**src/rtl/adcsci_pkg.sv**
```systemverilog
// package: constants for the adc serial command interface
`default_nettype none
package adcsci_pkg;
  localparam int CMD_W = 8;
  localparam int RES_W = 14;
  localparam logic [7:0] CMD_RESET = 8'h06;
  localparam int CH_HI = 7;
  localparam int CH_LO = 5;
  localparam int SCAN_HI = 4;
  localparam int SCAN_LO = 3;
  localparam int PD_HI = 2;
  localparam int PD_LO = 1;
  localparam int CLKSRC_BIT = 0;
  localparam logic [1:0] PD_ALL_ON = 2'h0;
  localparam logic [1:0] PD_ALL_OFF = 2'h1;
  localparam logic [1:0] PD_BUF_OFF = 2'h2;
  localparam logic [1:0] PD_EXT_REF = 2'h3;
  localparam logic [1:0] SCAN_NONE = 2'h0;
  localparam logic [1:0] SCAN_FROM0 = 2'h1;
  localparam logic [1:0] SCAN_FROMMID = 2'h2;
  localparam logic [1:0] SCAN_REPEAT = 2'h3;
  localparam logic [4:0] EDGE_CHSEL = 5'h03;
  localparam logic [4:0] EDGE_SAMPLE = 5'h06;
  localparam logic [4:0] EDGE_CMD_DONE = 5'h08;
  localparam logic [4:0] EDGE_RES_END = 5'h18;
  localparam logic [4:0] EDGE_MAX = 5'h1F;
  localparam int REF_WAKE_MS = 5;
  localparam int CLK_MHZ = 100;
  localparam int REF_WAKE_CYC = REF_WAKE_MS * 1000 * CLK_MHZ;
  typedef enum logic [3:0] {
    ADCSCI_IDLE = 4'b0001,
    ADCSCI_CMD = 4'b0010,
    ADCSCI_CONV = 4'b0100,
    ADCSCI_TAIL = 4'b1000
  } adcsci_state_t;
endpackage
`default_nettype wire

```
**src/rtl/adcsci_if.sv**
```systemverilog
// interface: pin-side edge events between synchroniser and core
`default_nettype none
interface adcsci_if;
  logic csn_lvl;
  logic cs_fall;
  logic cs_rise;
  logic sclk_rise;
  logic sclk_fall;
  logic din_lvl;
  logic fsr_fall;
  modport src (output csn_lvl, cs_fall, cs_rise, sclk_rise, sclk_fall, din_lvl, fsr_fall);
  modport dst (input csn_lvl, cs_fall, cs_rise, sclk_rise, sclk_fall, din_lvl, fsr_fall);
endinterface
`default_nettype wire

```
**src/rtl/adcsci_sync.sv**
```systemverilog
// module: two-stage pin synchronisers and edge detection
`default_nettype none
module adcsci_sync (
  input wire logic clock_i,
  input wire logic nrst_i,
  input wire logic csn_i,
  input wire logic sclk_i,
  input wire logic din_i,
  input wire logic fsr_i,
  adcsci_if.src ev
);
  logic [3:0] s1_ff;
  logic [3:0] s2_ff;
  logic [3:0] s3_ff;
  // first stage read only by second stage
  always_ff @(posedge clock_i or negedge nrst_i) begin
    if (!nrst_i) begin
      // idle pin levels: select and frame-sync high, sclk low, so no false edge
      s1_ff <= 4'h9;
      s2_ff <= 4'h9;
      s3_ff <= 4'h9;
    end else begin
      s1_ff <= {fsr_i, din_i, sclk_i, csn_i};
      s2_ff <= s1_ff;
      s3_ff <= s2_ff;
    end
  end
  assign ev.csn_lvl = s2_ff[0];
  assign ev.cs_fall = s3_ff[0] & ~s2_ff[0];
  assign ev.cs_rise = ~s3_ff[0] & s2_ff[0];
  assign ev.sclk_rise = ~s3_ff[1] & s2_ff[1];
  assign ev.sclk_fall = s3_ff[1] & ~s2_ff[1];
  assign ev.din_lvl = s2_ff[2];
  assign ev.fsr_fall = s3_ff[3] & ~s2_ff[3];
endmodule
`default_nettype wire

```
**src/rtl/adcsci_top.sv**
```systemverilog
// top: serial command register, power-down control and result shifter
`default_nettype none
module adcsci_top #(
  parameter int NUM_CH = 8,
  parameter int REF_WAKE = adcsci_pkg::REF_WAKE_CYC
) (
  input wire logic clock_i,
  input wire logic nrst_i,
  input wire logic csn_i,
  input wire logic sclk_i,
  input wire logic din_i,
  input wire logic frame_sync_receive_in_i,
  input wire logic transfer_width_select_i,
  input wire logic dsp_mode_i,
  input wire logic [13:0] conv_result_i,
  output logic dout_o,
  output logic dout_oe_o,
  output logic frame_sync_transmit_out_o,
  output logic [2:0] analog_input_n_o,
  output logic [1:0] scan_mode_o,
  output logic clock_source_select_o,
  output logic reference_on_o,
  output logic buffer_on_o,
  output logic ref_ready_o,
  output logic acquire_o,
  output logic sample_o,
  output logic converting_o,
  output logic shutdown_o,
  output logic [7:0] cmd_o
);
  adcsci_if ev ();
  adcsci_sync u_sync (
    .clock_i(clock_i),
    .nrst_i(nrst_i),
    .csn_i(csn_i),
    .sclk_i(sclk_i),
    .din_i(din_i),
    .fsr_i(frame_sync_receive_in_i),
    .ev(ev)
  );

  // ========================================
  // registers
  adcsci_pkg::adcsci_state_t state_ff, nxt_state;
  logic [7:0] cmd_ff;
  logic [7:0] shift_ff;
  logic [4:0] rise_cnt_ff;
  logic [4:0] fall_cnt_ff;
  logic [15:0] res_ff;
  logic dout_ff;
  logic oe_ff;
  logic [2:0] chan_ff;
  logic acq_ff;
  logic conv_ff;
  logic sample_ff;
  logic ref_on_ff;
  logic buf_on_ff;
  logic [31:0] wake_cnt_ff;
  logic fs_tx_ff;
  // first fall count whose shifted bit lies past the result
  localparam logic [4:0] ZERO_FROM = adcsci_pkg::EDGE_CMD_DONE + 5'(adcsci_pkg::RES_W) - 5'h01;

  // ========================================
  // decode
  wire [1:0] pd_sel = cmd_ff[adcsci_pkg::PD_HI:adcsci_pkg::PD_LO];
  wire cmd_last = ev.sclk_rise && (rise_cnt_ff == adcsci_pkg::EDGE_CMD_DONE - 5'h01);
  wire [7:0] cmd_new = {shift_ff[6:0], ev.din_lvl};
  wire chsel_edge = ev.sclk_rise && (rise_cnt_ff == adcsci_pkg::EDGE_CHSEL - 5'h01);
  wire [2:0] chsel_val = {shift_ff[1:0], ev.din_lvl};
  // four-channel variant keeps two channel bits
  wire [2:0] ch_mask = (NUM_CH > 4) ? 3'h7 : 3'h3;
  wire sample_edge = ev.sclk_fall && (fall_cnt_ff == adcsci_pkg::EDGE_SAMPLE - 5'h01);
  wire msb_edge = ev.sclk_fall && (fall_cnt_ff == adcsci_pkg::EDGE_CMD_DONE - 5'h01);
  wire active = !ev.csn_lvl;
  wire wake_src = dsp_mode_i ? ev.fsr_fall : ev.cs_fall;
  wire full_off = (pd_sel == adcsci_pkg::PD_ALL_OFF);
  wire ext_ref = (pd_sel == adcsci_pkg::PD_EXT_REF);

  // ========================================
  // state machine
  always_comb begin
    nxt_state = state_ff;
    case (state_ff)
      adcsci_pkg::ADCSCI_IDLE: if (ev.cs_fall) nxt_state = adcsci_pkg::ADCSCI_CMD;
      adcsci_pkg::ADCSCI_CMD: begin
        if (ev.cs_rise) nxt_state = adcsci_pkg::ADCSCI_IDLE;
        else if (sample_edge) nxt_state = adcsci_pkg::ADCSCI_CONV;
      end
      adcsci_pkg::ADCSCI_CONV: begin
        if (ev.cs_rise) nxt_state = adcsci_pkg::ADCSCI_IDLE;
        else if (ev.sclk_fall && fall_cnt_ff == adcsci_pkg::EDGE_RES_END - 5'h01)
          nxt_state = adcsci_pkg::ADCSCI_TAIL;
      end
      // tail only marks result done; zeros come from the drained shifter
      adcsci_pkg::ADCSCI_TAIL: if (ev.cs_rise) nxt_state = adcsci_pkg::ADCSCI_IDLE;
      default: nxt_state = adcsci_pkg::ADCSCI_IDLE;
    endcase
  end

  always_ff @(posedge clock_i or negedge nrst_i) begin
    if (!nrst_i) state_ff <= adcsci_pkg::ADCSCI_IDLE;
    else state_ff <= nxt_state;
  end

  // ========================================
  // edge counters, saturating
  // saturate so a runaway sclk cannot wrap back onto edges 3, 6 or 8
  always_ff @(posedge clock_i or negedge nrst_i) begin
    if (!nrst_i) begin
      rise_cnt_ff <= 5'h00;
      fall_cnt_ff <= 5'h00;
    end else if (ev.cs_fall || !active) begin
      rise_cnt_ff <= 5'h00;
      fall_cnt_ff <= 5'h00;
    end else begin
      if (ev.sclk_rise && rise_cnt_ff != adcsci_pkg::EDGE_MAX) rise_cnt_ff <= rise_cnt_ff + 5'h01;
      if (ev.sclk_fall && fall_cnt_ff != adcsci_pkg::EDGE_MAX) fall_cnt_ff <= fall_cnt_ff + 5'h01;
    end
  end

  // ========================================
  // command register
  always_ff @(posedge clock_i or negedge nrst_i) begin
    if (!nrst_i) begin
      shift_ff <= 8'h00;
      cmd_ff <= adcsci_pkg::CMD_RESET;
    end else if (active) begin
      // shifter freezes after 8 rises so late rises cannot disturb it
      // sample din on rising sclk
      if (ev.sclk_rise && rise_cnt_ff < adcsci_pkg::EDGE_CMD_DONE) shift_ff <= cmd_new;
      // commit only on 8th rising edge
      if (cmd_last) cmd_ff <= cmd_new;
    end
  end

  // ========================================
  // acquisition and conversion markers
  always_ff @(posedge clock_i or negedge nrst_i) begin
    if (!nrst_i) begin
      chan_ff <= 3'h0;
      acq_ff <= 1'b0;
      conv_ff <= 1'b0;
      sample_ff <= 1'b0;
    end else begin
      sample_ff <= 1'b0;
      if (!active) begin
        acq_ff <= 1'b0;
        conv_ff <= 1'b0;
      end else if (chsel_edge) begin
        // channel chosen on 3rd rising edge, acquisition begins
        chan_ff <= chsel_val & ch_mask;
        acq_ff <= 1'b1;
      end else if (sample_edge) begin
        acq_ff <= 1'b0;
        conv_ff <= 1'b1;
        sample_ff <= 1'b1;
      end else if (msb_edge) begin
        conv_ff <= 1'b0;
      end
    end
  end

  // ========================================
  // result shifter and data output
  // result must already be stable at the 8th fall; it is not held earlier
  always_ff @(posedge clock_i or negedge nrst_i) begin
    if (!nrst_i) begin
      res_ff <= 16'h0000;
      dout_ff <= 1'b0;
      oe_ff <= 1'b0;
      fs_tx_ff <= 1'b0;
    end else begin
      fs_tx_ff <= 1'b0;
      if (!active) begin
        oe_ff <= 1'b0;
        dout_ff <= 1'b0;
      end else if (ev.cs_fall) begin
        oe_ff <= 1'b1;
        dout_ff <= 1'b0;
      end else if (msb_edge) begin
        // msb first, 14 bits then zeros
        dout_ff <= conv_result_i[adcsci_pkg::RES_W-1];
        // 13 bits left plus three zeros fill the 16-bit shifter
        res_ff <= {conv_result_i[adcsci_pkg::RES_W-2:0], 3'h0};
        fs_tx_ff <= dsp_mode_i;
      end else if (ev.sclk_fall && fall_cnt_ff >= adcsci_pkg::EDGE_CMD_DONE) begin
        dout_ff <= res_ff[15];
        res_ff <= {res_ff[14:0], 1'b0};
      end
    end
  end

  // ========================================
  // reference and buffer power
  always_ff @(posedge clock_i or negedge nrst_i) begin
    if (!nrst_i) begin
      ref_on_ff <= 1'b0;
      buf_on_ff <= 1'b0;
      wake_cnt_ff <= 32'h0000_0000;
    end else begin
      if (ev.cs_rise) begin
        // enter selected mode on chip select rise
        ref_on_ff <= (pd_sel == adcsci_pkg::PD_ALL_ON) || (pd_sel == adcsci_pkg::PD_BUF_OFF);
        buf_on_ff <= (pd_sel == adcsci_pkg::PD_ALL_ON);
      end else if (wake_src && !ext_ref) begin
        // wake buffer on select or frame-sync fall
        if (!ref_on_ff && full_off) wake_cnt_ff <= REF_WAKE[31:0];
        ref_on_ff <= 1'b1;
        buf_on_ff <= 1'b1;
      end else if (wake_cnt_ff != 32'h0000_0000) begin
        wake_cnt_ff <= wake_cnt_ff - 32'h0000_0001;
      end
    end
  end

  // ========================================
  // outputs
  assign dout_o = dout_ff;
  assign dout_oe_o = oe_ff;
  assign frame_sync_transmit_out_o = fs_tx_ff;
  assign analog_input_n_o = chan_ff;
  // scan field passed to the sequencer
  assign scan_mode_o = cmd_ff[adcsci_pkg::SCAN_HI:adcsci_pkg::SCAN_LO];
  assign clock_source_select_o = cmd_ff[adcsci_pkg::CLKSRC_BIT];
  assign reference_on_o = ref_on_ff;
  assign buffer_on_o = buf_on_ff;
  // status only; host owns the wait
  assign ref_ready_o = (wake_cnt_ff == 32'h0000_0000);
  assign acquire_o = acq_ff;
  assign sample_o = sample_ff;
  assign converting_o = conv_ff;
  // lags the pin by the two synchroniser stages
  assign shutdown_o = ev.csn_lvl;
  // command view; width select is not used, only the 8-bit path exists here
  assign cmd_o = cmd_ff;

  // ========================================
  // checks
  a_cmd_hold: assert property (@(posedge clock_i) disable iff (!nrst_i)
    !cmd_last |=> $stable(cmd_ff)) else $error("command changed off 8th edge");
  a_cmd_load: assert property (@(posedge clock_i) disable iff (!nrst_i)
    cmd_last && active |=> cmd_ff == $past(cmd_new)) else $error("command not loaded");
  a_hiz_idle: assert property (@(posedge clock_i) disable iff (!nrst_i)
    ev.csn_lvl |=> !dout_oe_o) else $error("dout driven with cs high");
  a_low_start: assert property (@(posedge clock_i) disable iff (!nrst_i)
    ev.cs_fall |=> dout_oe_o && !dout_o) else $error("dout not low after cs fall");
  a_chan_pick: assert property (@(posedge clock_i) disable iff (!nrst_i)
    chsel_edge && active |=> acquire_o && analog_input_n_o == $past(chsel_val & ch_mask))
    else $error("channel not selected");
  a_sample_at: assert property (@(posedge clock_i) disable iff (!nrst_i)
    sample_edge && active && !chsel_edge |=> sample_o && converting_o)
    else $error("sample missing");
  a_tail_zero: assert property (@(posedge clock_i) disable iff (!nrst_i)
    state_ff == adcsci_pkg::ADCSCI_TAIL && ev.sclk_fall && active |=> !dout_o)
    else $error("tail not zero");
  a_abort_conv: assert property (@(posedge clock_i) disable iff (!nrst_i)
    ev.cs_rise |=> state_ff == adcsci_pkg::ADCSCI_IDLE && !converting_o)
    else $error("abort failed");
  a_pd_enter: assert property (@(posedge clock_i) disable iff (!nrst_i)
    ev.cs_rise && pd_sel == adcsci_pkg::PD_EXT_REF |=> !reference_on_o && !buffer_on_o)
    else $error("power-down not entered");

  // ========================================
  // command shift, acquisition, result and power checks
  a_din_shift: assert property (@(posedge clock_i) disable iff (!nrst_i)
    ev.sclk_rise && active && rise_cnt_ff < adcsci_pkg::EDGE_CMD_DONE |=>
    shift_ff[0] == $past(ev.din_lvl)) else $error("din not shifted on rise");
  a_acq_end: assert property (@(posedge clock_i) disable iff (!nrst_i)
    sample_edge && active |=> !acquire_o)
    else $error("acquisition not ended at sample");
  a_msb_first: assert property (@(posedge clock_i) disable iff (!nrst_i)
    msb_edge && active |=> dout_o == $past(conv_result_i[adcsci_pkg::RES_W-1]))
    else $error("msb not placed on 8th fall");
  a_conv_stop: assert property (@(posedge clock_i) disable iff (!nrst_i)
    msb_edge && active |=> !converting_o)
    else $error("conversion still running at msb");
  a_res_zeros: assert property (@(posedge clock_i) disable iff (!nrst_i)
    ev.sclk_fall && active && fall_cnt_ff >= ZERO_FROM |=> !dout_o)
    else $error("result tail not zero");
  a_fs_pulse: assert property (@(posedge clock_i) disable iff (!nrst_i)
    msb_edge && active && dsp_mode_i |=> frame_sync_transmit_out_o)
    else $error("frame pulse missing at msb");
  a_pd_all_on: assert property (@(posedge clock_i) disable iff (!nrst_i)
    ev.cs_rise && pd_sel == adcsci_pkg::PD_ALL_ON |=> reference_on_o && buffer_on_o)
    else $error("reference or buffer off in all-on mode");
  a_pd_full_off: assert property (@(posedge clock_i) disable iff (!nrst_i)
    ev.cs_rise && pd_sel == adcsci_pkg::PD_ALL_OFF |=> !reference_on_o && !buffer_on_o)
    else $error("full power-down not entered");
  a_pd_buf_off: assert property (@(posedge clock_i) disable iff (!nrst_i)
    ev.cs_rise && pd_sel == adcsci_pkg::PD_BUF_OFF |=> reference_on_o && !buffer_on_o)
    else $error("buffer-off mode not entered");
  a_buf_wake: assert property (@(posedge clock_i) disable iff (!nrst_i)
    wake_src && !ext_ref && !ev.cs_rise |=> reference_on_o && buffer_on_o)
    else $error("buffer did not wake");
  a_ext_stays: assert property (@(posedge clock_i) disable iff (!nrst_i)
    ext_ref && !buffer_on_o && !ev.cs_rise |=> !buffer_on_o)
    else $error("buffer woke in external reference mode");
  a_ref_wait: assert property (@(posedge clock_i) disable iff (!nrst_i)
    wake_src && !ext_ref && full_off && !reference_on_o && !ev.cs_rise |=> !ref_ready_o)
    else $error("settle timer not started");
  c_full_frame: cover property (@(posedge clock_i) disable iff (!nrst_i)
    state_ff == adcsci_pkg::ADCSCI_TAIL ##1 ev.cs_rise);
  c_abort: cover property (@(posedge clock_i) disable iff (!nrst_i)
    state_ff == adcsci_pkg::ADCSCI_CONV && ev.cs_rise);
  c_cut_cmd: cover property (@(posedge clock_i) disable iff (!nrst_i)
    state_ff == adcsci_pkg::ADCSCI_CMD && ev.cs_rise);
  c_ref_wake: cover property (@(posedge clock_i) disable iff (!nrst_i)
    wake_src && full_off && !reference_on_o);
  c_frame_wake: cover property (@(posedge clock_i) disable iff (!nrst_i)
    dsp_mode_i && ev.fsr_fall);
endmodule
`default_nettype wire

```
**config.mk**
```make
export PLATFORM = sky130hd
export DESIGN_NAME = adcsci_top
export DESIGN_NICKNAME = d
export VERILOG_FILES = /design/src/rtl/adcsci_pkg.sv /design/src/rtl/adcsci_if.sv /design/src/rtl/adcsci_sync.sv /design/src/rtl/adcsci_top.sv
export SDC_FILE = /design/constraint.sdc
export NUM_CORES = 1
export LEC_CHECK = 0
export BUFFER_PORTS_ARGS = -buffer_cell sky130_fd_sc_hd__buf_2
export CAP_MARGIN = 20
export CORE_UTILIZATION = 40
export CTS_BUF_LIST = sky130_fd_sc_hd__clkbuf_4 sky130_fd_sc_hd__clkbuf_8
export DETAILED_ROUTE_END_ITERATION = 6
export PLACE_DENSITY = 0.65
export SYNTH_ARGS = -nofsm -noshare
export SYNTH_HDL_FRONTEND = slang
export SYNTH_SLANG_ARGS = --single-unit
```
**constraint.sdc**
```tcl
create_clock -name clock_i -period 3.3 [get_ports clock_i]
set_input_delay 0.495 -clock clock_i [delete_from_list [all_inputs] [get_ports clock_i]]
set_output_delay 0.495 -clock clock_i [all_outputs]
set_load 0.05 [all_outputs]
```
* Word level (Yosys, flattened, before mapping)
Index checks and enable logic that the tools add are counted.
Storage, ports and cells: bits in registers 96, input port bits 22, word-level logic and storage cells 110
Operators by class: $add $sub $neg 3, magnitude comparators 2, equal/unequal tests 11, muxes and demuxes 32, bitwise gates (word level) 12, reductions and logical operators 32
Operator list (count):
- $mux W32 | 3
- $logic_not A32 Y1 | 1
- $mux W16 | 2
- $reduce_bool A32 Y1 | 1
- $sub A32 B1 Y32 const B | 1
- $mux W1 | 23
- $mux W5 | 4
- $eq A5 B3 Y1 const B | 3
- $reduce_bool A2 Y1 | 6
- $add A5 B1 Y5 const B | 2
- $logic_and A1 B1 Y1 | 10
- $ne A5 B5 Y1 const B | 2
- $reduce_and A2 Y1 | 4
- $not A1 Y1 | 7
- $reduce_and A3 Y1 | 2
- $reduce_bool A3 Y1 | 2
- $and A1 B1 Y1 | 5
- $eq A5 B2 Y1 const B | 1
- $ge A5 B4 Y1 const B | 1
- $lt A5 B4 Y1 const B | 1
- $eq A2 B2 Y1 const B | 2
- $ne A2 B1 Y1 const B | 2
- $reduce_bool A4 Y1 | 1
- $eq A2 B1 Y1 const B | 1
- 3 further kinds | 5

* Depth between registers and ports, before layout
Gate-level depths: netlist (run 1).
word-level depth 7, mapped depth 9

* Hierarchy
A second synthesis (run 1) with hierarchy kept.
Unflattened totals: cells, all modules 427, area, all modules 4476.8 um2
By module, submodules not included:
- adcsci_top | instances 1, cells an instance 411, area each 4152.7 um2
- adcsci_sync | instances 1, cells an instance 16, area each 324.1 um2

* Worst setup path before layout (run 1)
OpenSTA, ideal clock, no wires.
path type register -> output, from register wake_cnt_ff[8], to output port ref_ready_o, data arrival time 2128 ps, data required time 2805 ps, path slack 677 ps, cell stages (with the launch flop) 5, path buffers 0, cell sequence dfrtp_1 or4_1 or3_4 nor4b_4 and3_1
On the way: cells in the longest elaborated chain, start to end 1
RTL lines:
- from (decl) | line adcsci_top.sv:58 | logic [31:0] wake_cnt_ff;
- from (signal assigned) | line adcsci_top.sv:207 | if (!ref_on_ff && full_off) wake_cnt_ff <= REF_WAKE[31:0];
- from (signal assigned) | line adcsci_top.sv:211 | wake_cnt_ff <= wake_cnt_ff - 32'h0000_0001;
- $logic_not A32 Y1 | line adcsci_top.sv:228 | assign ref_ready_o = (wake_cnt_ff == 32'h0000_0000);
- to (decl) | line adcsci_top.sv:24 | output logic ref_ready_o,
No other way between the ends.

* Worst setup path after layout (run 1)
Ends and elaborated chain as after synthesis.

==> impl_results.md, run 1 <==
* Post-Syn Area at 4350 um^2
* Leak at 2.15 nW
* Avg Cell Area, Syn at 10.5 um^2
* Number of buffers created by CTS at 9
* Grt ovf at 0
* Synth Net Count at 446
* Die Span X at 106 um
* Drt first pass iters at 4
* Post-synthesis sequential area ratio at 53.2%
* Global-route usage over all layers at 17.2%
* Slowest CP cell: or4_1
* Unrepaired setup endpoints after global routing: no
* Status: complete, no violations
* Initial core utilization at 41.7%
* Final wirelength at 8760 um
* Clock Skew at 0.00879 ns
* Ys Warns at 0
* Share of layout cells above drive strength 1 at 25.3%
* Layout area overhead at 12.9%
* Antenna-violating nets left at 0
* Dpl hpwl at 6020 um
* CP required at 2.80 ns
* Setup CP Type: flip-flop to primary output
* CTS H-tree depth at 3
* Post-synth cell types at 55
* FF+latch area at 2310 um^2
* Worst min-delay path category: input pin to flip-flop
* Via count at 3248
* Setup violators final at 0
* Worst setup SP type: flip-flop
* Port Buffers at 44
* Prevailing post-synth register cell: dfrtp_1
* Core area at 10400 um^2
* Sw Pwr at 668 uW
* Worst vdd ir at 0.000293 V
* Area of the multi-input gates at 1890 um^2
* Site Rows at 37
* Pwr dens at 488 nW/um^2
* CP peak stage delay at 0.56 ns
* Post_cts resized at 0
* # DRC at 0
* Die H at 106 um
* Post-synth EDFFs at 0
* CTS tree: built
* Avg WL per Cell at 14.5 um
* First-pass GRT wire length at 15400 um
* Net Sw Frac at 27.9%
* Fin. max-slew vios at 0
* ANT cells at 0
* Clock group share of total power at 31.3%
* Final Wtd Congestion at 0.795
* Most frequent cells in the layout: dfrtp_1, nor2_1, nand2_1, buf_2, mux2_2
* Post-CTS Setup Inserts at 0
* WP data arrival at 2.67 ns
* Clk_lat worst skew at 0.36 ns
* Largest net degree at the start of global routing at 72
* Maximum clock rate at 316 MHz
* Clock root cell: clkbuf_8
* Cells after Synth at 416
* Placed instance area at 4720 um^2
* Final Hold Fails at 0
* WHS at 0.224 ns
* Most common cell after layout, fill and taps aside: dfrtp_1
* Initial drt markers at 159
* P_int at 1.73 mW
* CP Cell Sequence: or4_1 > or3_4 > nor4b_4 > and3_1 > buf_2
* Clock Pin Slew Worst Setup and Hold Paths at 0.09 ns
* Comb power frac at 13.4%
* Vias in the first global route at 3234
* Part of the power in registers at 55.3%
* Setup crit end kind: primary output
* Setup TNS at 0 ns
* Number of fillers in the final layout at 973
* Rel. slew slack at 40.6%
* Seq cells post-synth at 92
* CTS sink cnt at 92
* Nets at 492
* CTS max path bufs at 2
* Via density at 5.39
* Final Instance Area at 4910 um^2
* CTS Hold Bufs at 0
* Initial antenna violation count at 0
* Total Die Area at 11300 um^2
* Slew @ Worst Pin at 0.891 ns
* Num ports at 46
* Period minus WS final at 3.16 ns
* FFs w/ async S/R, synth at 100%
* Post-route clock period utilization at 95.8%
* CP Max Fanout at 8
* Max cap viols at 0
==> power groups by stage <==
stage / clock [mW] / combinational (mW) / sequential, mW
CTS: 0.770 / 0.326 / 1.32
detailed placement: 0 / 0.324 / 1.35
floorplan: 0 / 0.215 / 1.34
global placement: 0 / 0.315 / 1.34
global route: 0.819 / 0.359 / 1.34
finish: 0.750 / 0.322 / 1.32
==> cells by family (layout without fill, tap and decap cells) <==
| family | Yosys count | after routing | synth area share (%) |
|---|---|---|---|
| simple gates | 178 | 178 | 21.4 |
| xor+xnor | 16 | 16 | 3.22 |
| mux | 19 | 19 | 4.86 |
| flops | 92 | 92 | 53.2 |
| buf+inv | 29 | 80 | 3.37 |
| fa+ha+maj | 8 | 8 | 2.30 |
| compound gates | 74 | 74 | 11.7 |
==> routing by layer <==
metal,up-vias,global-route usage [%],part of all wire [%]
met5,-,0,0
met3,13,2.70,2.8
met1,1596,23.6,49
met2,51,26.5,46
met4,0,8.43,1.9
li1,1588,-,-
==> worst max-delay path: cells and delay by family, from the launching register on <==
family	cells	cell delay, ns
flip-flops	1	0.41
AND/OR/NAND/NOR	4	1.63
buffers and inverters	1	0.27
==> layout make-up <==
type / count / share of cell area, %
flip-flops and latches: 92 / 47.1
multi-input cells: 295 / 38.6
repair buffers: 55 / 6.22
well taps: 136 / 3.47
clock buffers: 11 / 2.83
clock inverters: 5 / 1.07
inverters: 9 / 0.688
==> metrics by stage <==
step / power [mW] / cells / utilization [%] / worst slack (ns)
after floorplan: 1.56 / 416 / - / 0.677
after global placement: 1.65 / 587 / 45.3 / 0.546
after detailed placement: 1.67 / 587 / 45.3 / 0.552
after CTS: 2.42 / 603 / 47.1 / 0.138
after global routing: 2.52 / 603 / 47.1 / 0.0335
final: 2.40 / 603 / 47.1 / 0.139
==> flip-flops by register name, indices dropped and copies added (netlist names) <==
register	flops
dout_oe_o	1
fall_cnt_ff	5
frame_sync_transmit_out_o	1
res_ff	13
buffer_on_o	1
dout_o	1
analog_input_n_o	3
u_sync.s3_ff	3
converting_o	1
u_sync.s2_ff	4
acquire_o	1
cmd_o	8
rise_cnt_ff	5
u_sync.s1_ff	4
shift_ff	7
sample_o	1
reference_on_o	1
wake_cnt_ff	32
==> worst paths after layout <==
kind	startpoint	endpoint	slack (ns)	cells past startpoint
worst max-delay path	wake_cnt_ff[8]	ref_ready_o	0.14	5
worst min-delay path	frame_sync_receive_in_i	u_sync.s1_ff[3]	0.22	1
worst max register to register	wake_cnt_ff[8]	wake_cnt_ff[8]	0.64	6
worst min register to register	u_sync.s1_ff[2]	u_sync.s2_ff[2]	0.35	0
max in group asynchronous	nrst_i	u_sync.s2_ff[3]	2.26	2
min in group asynchronous	nrst_i	wake_cnt_ff[7]	0.25	1
==> cell usage after synthesis (all sizes together) (3+ instances only) <==
| cell | n | area [um^2] |
|---|---|---|
| dfrtp | 84 | 2100 |
| xor2 | 10 | 87.6 |
| ha | 8 | 100 |
| dfstp | 8 | 210 |
| and3 | 8 | 50.1 |
| nand4 | 9 | 56.3 |
| a21oi | 20 | 126 |
| o21ai | 17 | 88.8 |
| nor3 | 8 | 45.0 |
| inv | 9 | 33.8 |
| o41ai | 3 | 33.8 |
| o31ai | 4 | 30.0 |
| or2 | 3 | 18.8 |
| nor4 | 10 | 68.8 |
| nor2 | 51 | 191 |
| xnor2 | 6 | 52.6 |
| nand2 | 44 | 165 |
| a211oi | 4 | 30.0 |
| nand3 | 6 | 35.0 |
| a31oi | 14 | 87.6 |
| mux2 | 17 | 191 |
| buf | 9 | 71.3 |
| nand2b | 7 | 43.8 |
| or4 | 9 | 67.6 |
| clkbuf | 11 | 41.3 |
| or3 | 13 | 86.3 |
(Power assumes the default switching activity.)
==> run 2: changes to the inputs <==
BUFFER_PORTS_ARGS = -buffer_cell sky130_fd_sc_hd__clkbuf_2   (was -buffer_cell sky130_fd_sc_hd__buf_2)
CTS_CLUSTER_DIAMETER = 200   (was not set)
==> run 2 against run 1 <==
Non-clock buffer count stayed put. Sequential share of layout area hardly changed. Final area is 0.10% lower. Critical endpoint unchanged. Largest cell class unchanged. Largest power group unchanged.
==> impl_results.md, run 2 (same netlist as run 1, synthesis figures left out) <==
* Clock group share of total power at 31.0% (-0.3 points)
* Share of layout cells above drive strength 1 at 25.3% (unchanged)
* CP Max Fanout at 8 (unchanged)
* Pwr dens at 487 nW/um^2 (-0.25%)
* Setup TNS at 0 ns (unchanged)
* Biggest register: wake_cnt_ff
* Port Buffers at 44 (unchanged)
* Rel. slew slack at 55.7% (+15 points)
* Via density at 5.36 (-0.52%)
* Most common cell after layout, fill and taps aside: dfrtp_1
* Cell Count, Final, Fillers Out at 603 (unchanged)
* Num ports at 46 (unchanged)
* Setup CP Type: flip-flop to primary output
* Maximum clock rate at 327 MHz (+3.3%)
* Antenna-violating nets left at 0 (unchanged)
* Slew @ Worst Pin at 0.665 ns (-0.226 ns)
* Worst setup SP type: flip-flop
* Avg WL per Cell at 14.7 um (+1.5%)
* Total Die Area at 11300 um^2 (unchanged)
* Status: complete, no violations
* Sw Pwr at 732 uW (+9.5%)
* Net Sw Frac at 30.6% (+2.8 points)
* Part of the power in registers at 55.4% (about the same)
* Dpl hpwl at 6160 um (+2.4%)
* Worst min-delay path category: input pin to asynchronous set/reset pin
* Die H at 106 um (unchanged)
* Max reg flops at 32 (unchanged)
* Fin. max-slew vios at 0 (unchanged)
* Leak at 2.14 nW (-0.78%)
* Setup crit end kind: primary output
* P_int at 1.66 mW (-4.2%)
* WP data arrival at 2.57 ns (-0.10 ns)
* Setup violators final at 0 (unchanged)
* Nets at 492 (unchanged)
* CP Buf/Inv Count at 2 (+1)
* Post-route clock period utilization at 92.8% (-3.0 points)
* Worst vdd ir at 0.000293 V (+0.21%)
* First-pass GRT wire length at 15200 um (-1.3%)
* Number of fillers in the final layout at 980 (+0.72%)
* CP peak stage delay at 0.56 ns (about the same)
* Clk_lat worst skew at 0.36 ns (about the same)
* CTS sink cnt at 92 (unchanged)
* Clock root cell: clkbuf_8
* Unrepaired setup endpoints after global routing: no
* CP Cell Sequence: or4_1 > or3_4 > nor4b_4 > buf_4 > and3_1 > clkbuf_2
* Final Wtd Congestion at 0.765 (-3.7%)
* Die Span X at 106 um (unchanged)
* Period minus WS final at 3.06 ns (-0.100 ns)
* CTS Hold Bufs at 0 (unchanged)
* Grt ovf at 0 (unchanged)
* Layout area overhead at 12.7%
* Most frequent cells in the layout: dfrtp_1, nor2_1, nand2_1, clkbuf_2, mux2_2
* Post-CTS Setup Inserts at 0 (unchanged)
* Clock Pin Slew Worst Setup and Hold Paths at 0.10 ns (about the same)
* Largest net degree at the start of global routing at 54 (-25%)
* Via count at 3231 (-0.52%)
* CP required at 2.80 ns (about the same)
* CTS max path bufs at 2 (unchanged)
* Slowest CP cell: or4_1
* Initial core utilization at 41.7% (unchanged)
* CTS H-tree depth at 3 (unchanged)
* Number of buffers created by CTS at 9 (unchanged)
* Global-route usage over all layers at 16.9% (-0.32 points)
* ANT cells at 0 (unchanged)
* Initial drt markers at 154 (-3.1%)
* Max cap viols at 0 (unchanged)
* Core area at 10400 um^2 (unchanged)
* Drt first pass iters at 4 (unchanged)
* Site Rows at 37 (unchanged)
* Dpl cells at 587 (unchanged)
* # DRC at 0 (unchanged)
* Final wirelength at 8890 um (+1.5%)
* Clock Skew at 0.00445 ns (-0.00434 ns)
* Final Hold Fails at 0 (unchanged)
* Vias in the first global route at 3180 (-1.7%)
* Initial antenna violation count at 0 (unchanged)
* CTS tree: built
* Delay-heaviest family, CP: simple AND/OR/NAND/NOR gates
* Comb power frac at 13.6% (+0.2 points)
* Post_cts resized at 0 (unchanged)
## run 2: path summary, 6_finish.rpt
check	cells after the start	start	to	slack, ns
setup / recovery	6	wake_cnt_ff[8]	ref_ready_o	0.24
max in group asynchronous	2	nrst_i	cmd_o[1]	2.38
min in group clock_i	1	csn_i	u_sync.s1_ff[0]	0.20
setup reg to reg	6	wake_cnt_ff[8]	wake_cnt_ff[8]	0.67
hold reg to reg	0	u_sync.s1_ff[1]	u_sync.s2_ff[1]	0.36
hold / removal	1	nrst_i	wake_cnt_ff[2]	0.15
## run 2: layer usage
layer | wire length, um | global-route usage [%] | vias to the layer above
met4 | 105 | 6.85 | 0
met3 | 222 | 2.58 | 7
met5 | 0 | 0 | -
met2 | 4280 | 26.6 | 47
li1 | - | - | 1579
met1 | 4290 | 23.3 | 1598
## run 2: power by group through the flow
stage,combinational [mW],clock (mW),sequential (mW)
2_1_floorplan,0.215,0,1.34
3_3_place_gp,0.314,0,1.34
3_5_place_dp,0.324,0,1.35
4_1_cts,0.327,0.766,1.32
5_1_grt,0.357,0.803,1.34
6_report,0.324,0.741,1.32
## run 2: cell type report
type,instances,area [um^2],area share [%]
repair buffers,55,305,6.23
clock inverters,7,62.6,1.28
inverters,9,33.8,0.689
well taps,136,170,3.47
clock buffers,9,124,2.53
flip-flops and latches,92,2310,47.2
multi-input cells,295,1890,38.6
## run 2: through the flow
| stage | area, um^2 | power [mW] | setup slack [ns] | hold WS (ns) | util [%] |
|---|---|---|---|---|---|
| 6_report | 4900 | 2.39 | 0.239 | 0.147 | 47.1 |
| 5_1_grt | 4900 | 2.50 | 0.131 | 0.188 | 47.1 |
| 4_1_cts | 4900 | 2.42 | 0.224 | 0.168 | 47.1 |
| 3_5_place_dp | 4720 | 1.67 | 0.657 | 0.335 | 45.3 |
| 3_3_place_gp | 4720 | 1.65 | 0.635 | 0.331 | 45.3 |
| 2_1_floorplan | 4350 | 1.56 | 0.677 | 0.199 | - |
